## src/rtl/cpdma_pkg.sv

```systemverilog
// constants and types shared by the paced dma channel files
package cpdma_pkg;

   // register offsets on the plain register port
   localparam logic [15:0] CPD_A_BASE_OFS = 16'h1250;
   localparam logic [15:0] CPD_A_IDX_OFS = 16'h1254;
   localparam logic [15:0] CPD_B_BASE_OFS = 16'h1256;
   localparam logic [15:0] CPD_B_IDX_OFS = 16'h125A;
   localparam logic [15:0] CPD_LEN_OFS = 16'h125E;
   localparam logic [15:0] CPD_CTRL_OFS = 16'h1260;
   localparam logic [15:0] CPD_STAT_OFS = 16'h1262;

   // channel_setup field positions
   localparam int CPD_SYNC_SEL_BIT = 14;
   localparam int CPD_ABORT_BIT = 11;
   localparam int CPD_WRAP_BIT = 10;
   localparam int CPD_A_STEP_LSB = 8;
   localparam int CPD_B_STEP_LSB = 6;
   localparam int CPD_PACED_BIT = 5;
   localparam int CPD_MUST_SET_BIT = 3;
   localparam int CPD_DIR_BIT = 2;
   localparam int CPD_ACTIVE_BIT = 0;

   // writable bits of channel_setup, the rest read as zero
   localparam logic [15:0] CPD_CTRL_WMASK = 16'h4FED;

   // status register field positions
   localparam int CPD_STAT_BUSY_BIT = 0;
   localparam int CPD_STAT_PEND_BIT = 1;
   localparam int CPD_STAT_STATE_LSB = 4;

   // reset values
   localparam logic [15:0] CPD_CTRL_RST = 16'h0000;
   localparam logic [12:0] CPD_BASE_RST = 13'h0000;
   localparam logic [7:0] CPD_IDX_RST = 8'h00;
   localparam logic [7:0] CPD_LEN_RST = 8'h00;

   // step codes and the size of one word in bytes
   localparam logic [1:0] CPD_STEP_HOLD = 2'b00;
   localparam logic [1:0] CPD_STEP_WORD = 2'b10;
   localparam logic [7:0] CPD_WORD_BYTES = 8'h02;

   // channel sequencer states
   typedef enum logic [2:0] {
      CPD_ST_IDLE = 3'b000,
      CPD_ST_CHECK = 3'b001,
      CPD_ST_WAIT_TRIG = 3'b010,
      CPD_ST_READ = 3'b011,
      CPD_ST_RWAIT = 3'b100,
      CPD_ST_WRITE = 3'b101,
      CPD_ST_UPDATE = 3'b110
   } cpd_state_t;

   // whole state of the channel core
   typedef struct packed {
      cpd_state_t st;
      logic [15:0] ctrl;
      logic [12:0] a_base;
      logic [12:0] b_base;
      logic [7:0] a_idx;
      logic [7:0] b_idx;
      logic [7:0] len;
      logic trig_meta;
      logic trig_sync;
      logic trig_prev;
      logic trig_pend;
      logic mem_req;
      logic mem_we;
      logic [12:0] mem_addr;
      logic [15:0] mem_wdata;
      logic [15:0] rdata;
   } cpd_core_t;

endpackage

```

## src/rtl/cpdma_buf2.sv

```systemverilog
// two-entry word buffer between the read and write halves of a transfer
`timescale 1ns/10ps
module cpdma_buf2 #(
   parameter int W = 16
) (
   input wire logic clk,
   input wire logic arst_n,
   input wire logic flush,
   input wire logic in_valid,
   output logic in_ready,
   input wire logic [W-1:0] in_data,
   output logic out_valid,
   input wire logic out_ready,
   output logic [W-1:0] out_data
);

   typedef struct packed {
      logic [1:0][W-1:0] mem;
      logic wr_ptr;
      logic rd_ptr;
      logic [1:0] count;
   } cpdma_buf_t;

   cpdma_buf_t r;
   cpdma_buf_t nxt;
   logic push;
   logic pop;

   // handshakes come straight from the occupancy count
   assign in_ready = (r.count != 2'd2);
   assign out_valid = (r.count != 2'd0);
   assign out_data = r.mem[r.rd_ptr];
   assign push = in_valid & in_ready;
   assign pop = out_valid & out_ready;

   // pointer and count update, flush empties the buffer
   always_comb begin
      nxt = r;
      if (push) begin
         nxt.mem[r.wr_ptr] = in_data;
         nxt.wr_ptr = ~r.wr_ptr;
      end
      if (pop) begin
         nxt.rd_ptr = ~r.rd_ptr;
      end
      if (push && !pop) begin
         nxt.count = r.count + 2'd1;
      end else if (pop && !push) begin
         nxt.count = r.count - 2'd1;
      end
      if (flush) begin
         nxt.wr_ptr = 1'b0;
         nxt.rd_ptr = 1'b0;
         nxt.count = 2'd0;
      end
   end

   // state register
   always_ff @(posedge clk or negedge arst_n) begin
      if (!arst_n) begin
         r <= '0;
      end else begin
         r <= nxt;
      end
   end

endmodule // cpdma_buf2

```

## src/rtl/cpdma_channel.sv

```systemverilog
// one paced dma channel copying 16-bit words between regions a and b
//
// Notes on behaviour
// [RQ1] select bit 0 paces from codec sample trigger; value 1 is reserved
// [RQ2] with abort bit set, clearing active stops the channel at once
// [RQ3] one-shot mode stops when a offset equals transfer length
// [RQ4] wrap mode clears both offsets at length and keeps going
// [RQ5] step code 00 holds offset, 10 adds one word, 01 reserved
// [RQ6] paced start 0 runs at once; 1 waits a codec trigger per word
// [RQ7] software always writes 1 to the must-set bit
// [RQ8] direction 0 copies a to b, direction 1 copies b to a
// [RQ9] active 0 keeps channel idle and clocks gated; 1 enables it
// [RQ10] one-shot completion clears the active bit by hardware
// [RQ11] software sets abort bit before clearing active to stop early
// [RQ12] side address is base plus offset; offset steps 0 or 2
// [RQ13] software keeps length at most 0xFF minus a-side step
// [RQ14] each word is read from source, written to destination, then step
// [RQ15] all control fields reset to zero: off, one-shot, a to b
`timescale 1ns/10ps
module cpdma_channel
   import cpdma_pkg::*;
#(
   parameter int AW = 16,
   parameter int MAW = 13
) (
   input wire logic clk,
   input wire logic arst_n,
   input wire logic [AW-1:0] reg_addr,
   input wire logic [15:0] reg_wdata,
   input wire logic reg_wr,
   input wire logic reg_rd,
   output logic [15:0] reg_rdata,
   input wire logic codec_trig,
   output logic mem_req,
   output logic mem_we,
   output logic [MAW-1:0] mem_addr,
   output logic [15:0] mem_wdata,
   input wire logic mem_gnt,
   input wire logic mem_rvalid,
   input wire logic [15:0] mem_rdata,
   output logic chan_clk_en
);

   cpd_core_t r;
   cpd_core_t nxt;
   logic trig_edge;
   logic abort_now;
   logic buf_in_valid;
   logic buf_in_ready;
   logic buf_out_valid;
   logic buf_out_ready;
   logic [15:0] buf_out_data;
   logic [12:0] src_addr;
   logic [12:0] dst_addr;
   logic [15:0] stat_word;

   // offset increment for one step code; reserved codes hold still
   function automatic logic [7:0] step_of(input logic [1:0] code);
      logic [7:0] inc;
      inc = 8'h00;
      if (code == CPD_STEP_WORD) begin
         inc = CPD_WORD_BYTES; // see [RQ5]
      end
      return inc;
   endfunction

   // word address of one side: base plus byte offset
   function automatic logic [12:0] side_addr(input logic [12:0] base,
                                             input logic [7:0] idx);
      return base + {5'h00, idx}; // see [RQ12]
   endfunction

   // register write with bits outside the writable mask forced to zero
   function automatic logic [15:0] ctrl_masked(input logic [15:0] v);
      return v & CPD_CTRL_WMASK;
   endfunction

   // source and destination chosen by the direction bit
   always_comb begin
      if (r.ctrl[CPD_DIR_BIT]) begin
         src_addr = side_addr(r.b_base, r.b_idx); // see [RQ8]
         dst_addr = side_addr(r.a_base, r.a_idx);
      end else begin
         src_addr = side_addr(r.a_base, r.a_idx); // see [RQ8]
         dst_addr = side_addr(r.b_base, r.b_idx);
      end
   end

   // rising edge of the synchronised codec sample trigger
   assign trig_edge = r.trig_sync & ~r.trig_prev;

   // read-only status word: busy, trigger pending and sequencer state
   always_comb begin
      stat_word = 16'h0000;
      stat_word[CPD_STAT_BUSY_BIT] = (r.st != CPD_ST_IDLE);
      stat_word[CPD_STAT_PEND_BIT] = r.trig_pend;
      stat_word[CPD_STAT_STATE_LSB +: 3] = r.st;
   end

   // buffer handshakes: push on read return, pop when loading a write
   assign buf_in_valid = (r.st == CPD_ST_RWAIT) & mem_rvalid;
   assign buf_out_ready = (r.st == CPD_ST_WRITE) & ~r.mem_req;

   // next-state logic of the whole channel
   always_comb begin
      nxt = r;
      nxt.rdata = 16'h0000;
      abort_now = 1'b0;

      // codec trigger passes two flops before use
      nxt.trig_meta = codec_trig;
      nxt.trig_sync = r.trig_meta;
      nxt.trig_prev = r.trig_sync;

      // trigger is the only pacing source whatever select reads
      if (!r.ctrl[CPD_ACTIVE_BIT]) begin
         nxt.trig_pend = 1'b0;
      end else if (trig_edge) begin
         nxt.trig_pend = 1'b1; // see [RQ1]
      end

      // channel sequencer
      unique case (r.st)
         CPD_ST_IDLE: begin
            if (r.ctrl[CPD_ACTIVE_BIT]) begin
               nxt.st = CPD_ST_CHECK; // see [RQ9]
            end
         end
         CPD_ST_CHECK: begin
            if (!r.ctrl[CPD_ACTIVE_BIT]) begin
               nxt.st = CPD_ST_IDLE; // see [RQ9]
            end else if (r.a_idx == r.len) begin
               if (r.ctrl[CPD_WRAP_BIT]) begin
                  nxt.a_idx = CPD_IDX_RST; // see [RQ4]
                  nxt.b_idx = CPD_IDX_RST; // see [RQ4]
                  nxt.st = r.ctrl[CPD_PACED_BIT] ? CPD_ST_WAIT_TRIG
                                                 : CPD_ST_READ;
               end else begin
                  nxt.ctrl[CPD_ACTIVE_BIT] = 1'b0; // see [RQ3] [RQ10]
                  nxt.st = CPD_ST_IDLE;
               end
            end else if (r.ctrl[CPD_PACED_BIT]) begin
               nxt.st = CPD_ST_WAIT_TRIG; // see [RQ6]
            end else begin
               nxt.st = CPD_ST_READ; // see [RQ6]
            end
         end
         CPD_ST_WAIT_TRIG: begin
            if (!r.ctrl[CPD_ACTIVE_BIT]) begin
               nxt.st = CPD_ST_IDLE;
            end else if (r.trig_pend) begin
               nxt.trig_pend = trig_edge; // see [RQ6]
               nxt.st = CPD_ST_READ;
            end
         end
         CPD_ST_READ: begin
            // issue the source read only when the buffer has room
            if (!r.mem_req && buf_in_ready) begin
               nxt.mem_req = 1'b1; // see [RQ14]
               nxt.mem_we = 1'b0;
               nxt.mem_addr = src_addr;
            end else if (r.mem_req && mem_gnt) begin
               nxt.mem_req = 1'b0;
               nxt.st = CPD_ST_RWAIT;
            end
         end
         CPD_ST_RWAIT: begin
            if (mem_rvalid) begin
               nxt.st = CPD_ST_WRITE; // see [RQ14]
            end
         end
         CPD_ST_WRITE: begin
            // load the buffered word, then hold the write until granted
            if (!r.mem_req && buf_out_valid) begin
               nxt.mem_req = 1'b1; // see [RQ14]
               nxt.mem_we = 1'b1;
               nxt.mem_addr = dst_addr;
               nxt.mem_wdata = buf_out_data;
            end else if (r.mem_req && mem_gnt) begin
               nxt.mem_req = 1'b0;
               nxt.mem_we = 1'b0;
               nxt.st = CPD_ST_UPDATE;
            end
         end
         CPD_ST_UPDATE: begin
            // offsets move only after the word is written
            nxt.a_idx = r.a_idx + step_of(r.ctrl[CPD_A_STEP_LSB +: 2]);
            nxt.b_idx = r.b_idx + step_of(r.ctrl[CPD_B_STEP_LSB +: 2]);
            nxt.st = CPD_ST_CHECK; // see [RQ12] [RQ14]
         end
         default: begin
            nxt.st = CPD_ST_IDLE;
            nxt.mem_req = 1'b0;
            nxt.mem_we = 1'b0;
         end
      endcase

      // software writes override hardware updates of the same field
      if (reg_wr) begin
         unique case (reg_addr)
            CPD_A_BASE_OFS: nxt.a_base = reg_wdata[12:0];
            CPD_A_IDX_OFS: nxt.a_idx = reg_wdata[7:0];
            CPD_B_BASE_OFS: nxt.b_base = reg_wdata[12:0];
            CPD_B_IDX_OFS: nxt.b_idx = reg_wdata[7:0];
            CPD_LEN_OFS: nxt.len = reg_wdata[7:0];
            CPD_CTRL_OFS: nxt.ctrl = ctrl_masked(reg_wdata); // see [RQ7]
            default: ;
         endcase
      end

      // clearing active with abort set drops the word in flight
      if (r.st != CPD_ST_IDLE && !nxt.ctrl[CPD_ACTIVE_BIT]
          && nxt.ctrl[CPD_ABORT_BIT]) begin
         abort_now = 1'b1; // see [RQ2] [RQ11]
         nxt.st = CPD_ST_IDLE;
         nxt.mem_req = 1'b0;
         nxt.mem_we = 1'b0;
      end

      // read data stand in the cycle after the read strobe
      if (reg_rd) begin
         unique case (reg_addr)
            CPD_A_BASE_OFS: nxt.rdata = {3'b000, r.a_base};
            CPD_A_IDX_OFS: nxt.rdata = {8'h00, r.a_idx};
            CPD_B_BASE_OFS: nxt.rdata = {3'b000, r.b_base};
            CPD_B_IDX_OFS: nxt.rdata = {8'h00, r.b_idx};
            CPD_LEN_OFS: nxt.rdata = {8'h00, r.len};
            CPD_CTRL_OFS: nxt.rdata = r.ctrl;
            CPD_STAT_OFS: nxt.rdata = stat_word;
            default: nxt.rdata = 16'h0000;
         endcase
      end
   end

   // state register with documented reset values
   always_ff @(posedge clk or negedge arst_n) begin
      if (!arst_n) begin
         r.st <= CPD_ST_IDLE;
         r.ctrl <= CPD_CTRL_RST; // see [RQ15]
         r.a_base <= CPD_BASE_RST;
         r.b_base <= CPD_BASE_RST;
         r.a_idx <= CPD_IDX_RST;
         r.b_idx <= CPD_IDX_RST;
         r.len <= CPD_LEN_RST;
         r.trig_meta <= 1'b0;
         r.trig_sync <= 1'b0;
         r.trig_prev <= 1'b0;
         r.trig_pend <= 1'b0;
         r.mem_req <= 1'b0;
         r.mem_we <= 1'b0;
         r.mem_addr <= 13'h0000;
         r.mem_wdata <= 16'h0000;
         r.rdata <= 16'h0000;
      end else begin
         r <= nxt;
      end
   end

   // word buffer between read return and destination write
   cpdma_buf2 #(
      .W(16)
   ) u_buf (
      .clk(clk),
      .arst_n(arst_n),
      .flush(abort_now),
      .in_valid(buf_in_valid),
      .in_ready(buf_in_ready),
      .in_data(mem_rdata),
      .out_valid(buf_out_valid),
      .out_ready(buf_out_ready),
      .out_data(buf_out_data)
   );

   // outputs; clock enable drops once the channel is off and idle
   assign reg_rdata = r.rdata;
   assign mem_req = r.mem_req;
   assign mem_we = r.mem_we;
   assign mem_addr = r.mem_addr[MAW-1:0];
   assign mem_wdata = r.mem_wdata;
   assign chan_clk_en = r.ctrl[CPD_ACTIVE_BIT]
                      | (r.st != CPD_ST_IDLE); // see [RQ9]

endmodule // cpdma_channel

```

## config.mk

```make
export PLATFORM = sky130hd
export DESIGN_NAME = cpdma_channel
export DESIGN_NICKNAME = d
export VERILOG_FILES = /design/src/rtl/cpdma_pkg.sv /design/src/rtl/cpdma_buf2.sv /design/src/rtl/cpdma_channel.sv
export SDC_FILE = /design/constraint.sdc
export NUM_CORES = 1
export LEC_CHECK = 0
export BUFFER_PORTS_ARGS = -buffer_cell sky130_fd_sc_hd__buf_4
export CAP_MARGIN = 20
export CORE_ASPECT_RATIO = 2
export CORE_UTILIZATION = 53
export DETAILED_ROUTE_END_ITERATION = 7
export GPL_TIMING_DRIVEN = 0
export PLACE_DENSITY_LB_ADDON = 0.2
export REMOVE_ABC_BUFFERS = 1
export SETUP_SLACK_MARGIN = 0.2
export SYNTH_ARGS = -nofsm -noshare
export SYNTH_HDL_FRONTEND = slang
export SYNTH_SLANG_ARGS = --single-unit
export TNS_END_PERCENT = 50
```

## constraint.sdc

```tcl
create_clock -name clk -period 2.1 [get_ports clk]
set_input_delay 0.105 -clock clk [delete_from_list [all_inputs] [get_ports clk]]
set_output_delay 0.105 -clock clk [all_outputs]
set_load 0.03 [all_outputs]
```

# Word level (Yosys, flattened, before mapping)
# Cells that the tools add are included.
dict set report totals {
  ff_bits 151
  in_bits 55
  output_inout_bits 48
}
dict set report op_classes {
  addsub 6
  magnitude_cmp 3
  n_eq_ne 30
  muxes 62
  bitwise 10
  n_reduce_logical 29
}
# operator n
set op_table {}
lappend op_table {{$eq 16x13->1 const B} 7}
lappend op_table {{$pmux 15 s7} 1}
lappend op_table {{$mux 16} 6}
lappend op_table {{$mux 62} 1}
lappend op_table {{$mux 13} 4}
lappend op_table {{$mux 8} 5}
lappend op_table {{$mux 3} 11}
lappend op_table {{$bwmux 32} 1}
lappend op_table {{$pmux 16 s2} 1}
lappend op_table {{$mux 29} 1}
lappend op_table {{$add 13x8->13} 2}
lappend op_table {{$pmux 13 s2} 1}
lappend op_table {{$pmux 3 s7} 1}
lappend op_table {{$add 8x8->8} 2}
lappend op_table {{$demux 16 s1} 1}
lappend op_table {{$mux 2} 8}
lappend op_table {{$mux 1} 15}
lappend op_table {{$mux 15} 1}
lappend op_table {{$mux 14} 1}
lappend op_table {{$mux 12} 1}
lappend op_table {{$ne 3x3->1 const B} 4}
lappend op_table {{$reduce_and 2->1} 5}
lappend op_table {{$eq 3x3->1 const B} 3}
lappend op_table {{$reduce_and 3->1} 3}
lappend op_table {{other kinds (26)} 54}

# Depth between registers and ports, before layout
dict set report logic_depth {
  depth_word 12
  depth_mapped 9
}

# Cells and area by module
# A second synthesis with hierarchy kept.
dict set report hier_totals {
  hier_cells 809
  hier_area_um2 8456.9
}
# mod instances cells_each area_each_um2 seq_area_each_um2
set by_module_without_submodules {}
lappend by_module_without_submodules {cpdma_channel 1 701 6802.8 2827.7}
lappend by_module_without_submodules {cpdma_buf2 1 108 1654.1 900.9}

# Worst setup path before layout
# No wires, ideal clock.
dict set report synth_timing {
  kind {register to register}
  startpoint {register r[67] (netlist bit)}
  endpoint {register, netlist name mem_addr[12]}
  setup_time_ns 0.096
  arrival_time_ns 2.252
  t_required_ns 2.004
  setup_slack_ns -0.248
  stages_incl_launch_ff 10
  n_path_buf 0
  period_less_slack_ns 2.348
  cell_sequence {dfrtp_1 -> ha_1 -> fa_1 -> a211o_1 -> a21oi_1 -> o21ai_0 -> a2111o_1 -> a21oi_1 -> a21oi_1 -> o31ai_1}
}
dict set report synth_between {
  elab_chain_len 4
}
# item line
set synth_lines {}
lappend synth_lines {{start, declared} cpdma_channel.sv:44} ;# cpd_core_t r;
lappend synth_lines {{start signal, assigned} cpdma_channel.sv:255} ;# r <= nxt;
lappend synth_lines {{$add 13x8->13 *} cpdma_channel.sv:70} ;# return base + {5'h00, idx};
lappend synth_lines {{$mux 13} cpdma_channel.sv:80} ;# if (r.ctrl[CPD_DIR_BIT]) begin
lappend synth_lines {{$mux 29 or $mux 14 (tied branches)} {cpdma_channel.sv:174, cpdma_channel.sv:158}}
lappend synth_lines {{$pmux 13 s2 *} cpdma_channel.sv:123} ;# unique case (r.st)
# Every way passes the cells marked *; elsewhere a longest branch is shown, timed or not. The select of a mux whose other input is x is not followed.
# A chain may end at the register's enable or synchronous reset.

# Worst setup path in the final report
dict set report layout_timing {
  startpoint {register r[88] (netlist bit)}
  endpoint {register, netlist name mem_addr[12]}
}
dict set report layout_between {
  elab_chain_len 4
}
# item line
set layout_lines {}
lappend layout_lines {{$add 13x8->13 *} cpdma_channel.sv:70}
lappend layout_lines {{$mux 13} cpdma_channel.sv:80}
lappend layout_lines {{$mux 29 or $mux 14 (tied branches)} {cpdma_channel.sv:174, cpdma_channel.sv:158}}
lappend layout_lines {{$pmux 13 s2 *} cpdma_channel.sv:123}
# Marked as above.

==> reports/summary.txt <==
Top-area cell type share of the netlist area - 45.6%
Area after DPL - 8740 um2
Yosys Warn Count - 0
Die height - 178 um
Startpoint types - flip-flop
Number of synthesized register bits - 149
Final Cycle Share - 112%
Io pins - 103
CP Buf/Inv Count - 0
CTS H-tree lvls - 4
Post-DR wirelength/cell - 21.0 um
Ant. Diodes - 0
Core Region - 15000 um2
RePlAce Congestion - 0.935
Setup CP Type - reg -> reg
Post-synth EDFFs - 0
CTS Buffer Depth - 2
Final hold vios - 0
Worst path max stage delay - 410 ps
DR DRC count - 0
Layout cells sized above 1 - 39.3%
Slew Viols, Final - 0
Reg2reg setup slack - -260 ps
Total CTS buffers - 17
Vias in the first global route - 7231
Remaining antenna violation count - 0
Grt total ovfl - 0
Pin count of the biggest net entering global routing - 103
Clock sink count - 149
Initial core utilization - 54.5%
Port bufs - 98
Leak - 0.00497 uW
Register area share after synthesis - 45.6%
Avg Cell Area, Syn - 10.3 um2
Row count - 63
Synth area leaders - dfrtp_1 (46%), mux2_2 (9.4%), buf_4 (4.3%)
Ys async rst share - 100%
Synth Instances - 792
Endpoint type of the worst setup path - flip-flop
Die footprint - 15900 um2
Worst-margin pin slew - 1020 ps
Crit-path cells - ha_4, fa_2, a211o_1, a21oi_2, o21ai_2, a2111o_1, a21oi_2, a21oi_1, o31ai_1
Total power - 11400 uW
Via-to-Cell Ratio - 6.02
Worst hold slack - 84.7 ps
Area leader, netlist - dfrtp_1
Die X - 89.8 um
MaxCap Viol Count - 0
Synthesized area - 8170 um2
Hold Path Class - in -> reg
Post-route cell area - 10800 um2
Minimum clock period - 2360 ps
Rel. slew slack - 32.2%
PwrDens - 1050 nW/um2
Layout net count - 1010
Iter 0 DRT Violations - 533
Post-route setup slack - -262 ps
Final cell count without fillers - 1140
Initial antenna violation count - 0
CTS tree - yes
Worst Skew - 15.3 ps
Critical Path RT - 2410 ps
Hpwl dp - 15100 um
Failing checks - setup timing
Slowest CP cell - dfrtp_1
RSZ-0062 raised after global routing - yes
Clock slew at reported path FFs - 60 ps
Storage cell area - 3740 um2
First-pass GRT wire length - 36800 um
Syn-to-layout area delta - 32.8%
Final setup viols - 30
Vias - 6868
Fill count - 1034
Worst VDD drop - 0.733 mV
CP top delay family - compound AO/OA/AOI/OAI gates
CTS Root Buffer Type - clkbuf_16
Multi-input logic area - 4530 um2
Pre-CTS setup slack - -901 ps
Worst endpoint data arrival time - 2670 ps
CP most frequent cell - a21oi_2
Status - finished, violations left
Crit path max fanout - 3
Library cells used by synthesis - 75
All-Layer GR Usage - 30.6%
Clock Latency Late Sink - 430 ps
Routed Wire Length - 23900 um
Placed Instances - 1009
Drt first pass iters - 5
F_max - 423 MHz
Dominant synthesized flop cell - dfrtp_1
## metrics by stage
| stage | setup TNS, ps | util [%] |
|---|---|---|
| 2_1_floorplan | -5750 | - |
| 3_3_place_gp | -72740 | 57.9 |
| 3_5_place_dp | -60630 | 58.4 |
| 4_1_cts | -909 | 69.9 |
| 5_1_grt | -5380 | 72.4 |
| 6_report | -3070 | 72.4 |
## routing by layer
layer,GRT usage [%],up-vias,part of all wire [%]
li1,-,3089,-
met1,29.4,3338,35
met2,54.7,321,52
met3,6.34,120,4.9
met4,27.3,0,8.7
met5,0,-,0
## cell usage in the layout, fill, tap and decap left out, types with 9 or more instances in the layout
| master | count |
|---|---|
| nand3_1 | 11 |
| o21ai_0 | 32 |
| nor2_4 | 11 |
| a21oi_1 | 19 |
| a21oi_2 | 15 |
| xnor2_1 | 16 |
| buf_4 | 149 |
| mux2_1 | 9 |
| mux2_2 | 66 |
| nor2_1 | 41 |
| o21a_1 | 12 |
| ha_1 | 12 |
| mux2i_1 | 26 |
| o21ai_2 | 9 |
| dfrtp_1 | 141 |
| buf_6 | 11 |
| clkbuf_16 | 17 |
| nand2_1 | 77 |
| dlygate4sd3_1 | 33 |
| o21ai_1 | 25 |
| a31oi_1 | 9 |
## registers in the layout, summed over array words and instances, names as in the netlist
name and flops:
mem_we 1, mem_wdata 16, reg_rdata 14, r 66, mem_addr 13, mem_req 1, nxt 2, u_buf.r 36
## layout make-up
type | count | share of cell area [%]
flip-flops and latches | 149 | 34.5
well taps | 195 | 2.25
clock inverters | 11 | 1.15
repair buffers | 199 | 15.9
clock buffers | 20 | 4.21
multi-input cells | 557 | 41.7
inverters | 9 | 0.311
## power by group
part | total (uW) | switching, uW | internal [uW]
Clock | 3020 | 1210 | 1810
Combinational | 4120 | 2150 | 1970
Sequential | 4250 | 743 | 3510
## worst min-delay path, cell delays in order
cell and delay [ps]:
buf_4 140, nand2_1 60, or3_1 110, a21oi_2 60
## final timing paths
| path | startpoint | end | cells after the start |
|---|---|---|---|
| worst max-delay path | r[88] | mem_addr[12] | 9 |
| max in group asynchronous | arst_n | r[119] | 3 |
| min in group asynchronous | arst_n | r[66] | 2 |
| worst max register to register | r[88] | mem_addr[12] | 9 |
| worst min-delay path | mem_gnt | r[119] | 4 |
| worst min register to register | nxt[49] | nxt[48] | 0 |
## cell usage after synthesis (all sizes together), types with 5 or more instances
cell / count
dfrtp: 149
nand2: 81
mux2: 77
o21ai: 67
buf: 57
nor2: 53
a21oi: 34
mux2i: 27
clkbuf: 23
ha: 20
xnor2: 20
a22oi: 12
o21a: 12
a31oi: 11
nand3: 11
and2: 9
inv: 9
nor3: 8
nand4: 7
xor2: 7
a21o: 6
nor2b: 6
o211ai: 6
and3: 5
nand2b: 5
nand3b: 5
## cell families (layout without fill, tap and decap cells)
logic type,after synthesis,count (layout),synth area share (%)
and+or+nand+nor,211,213,12.7
AOI/OAI and AO/OA,188,188,14.7
DFF,149,149,45.6
muxes,104,104,13.9
buffers and inverters,89,239,6.36
xor gates and xnor gates,27,27,2.89
adders and majority gates,23,23,3.68
other,1,2,0.0459
## what timing repair did
item / CTS / global route
gates cloned: 3 / 0
hold endpoints to repair: 138 / 0
gates resized for setup: 105 / 67
pin swaps: 42 / 59
setup endpoints to repair: 119 / 84
hold buffers: 33 / 0
buffers inserted: 47 / 17
No activity file was read; power rests on OpenSTA's default activity.
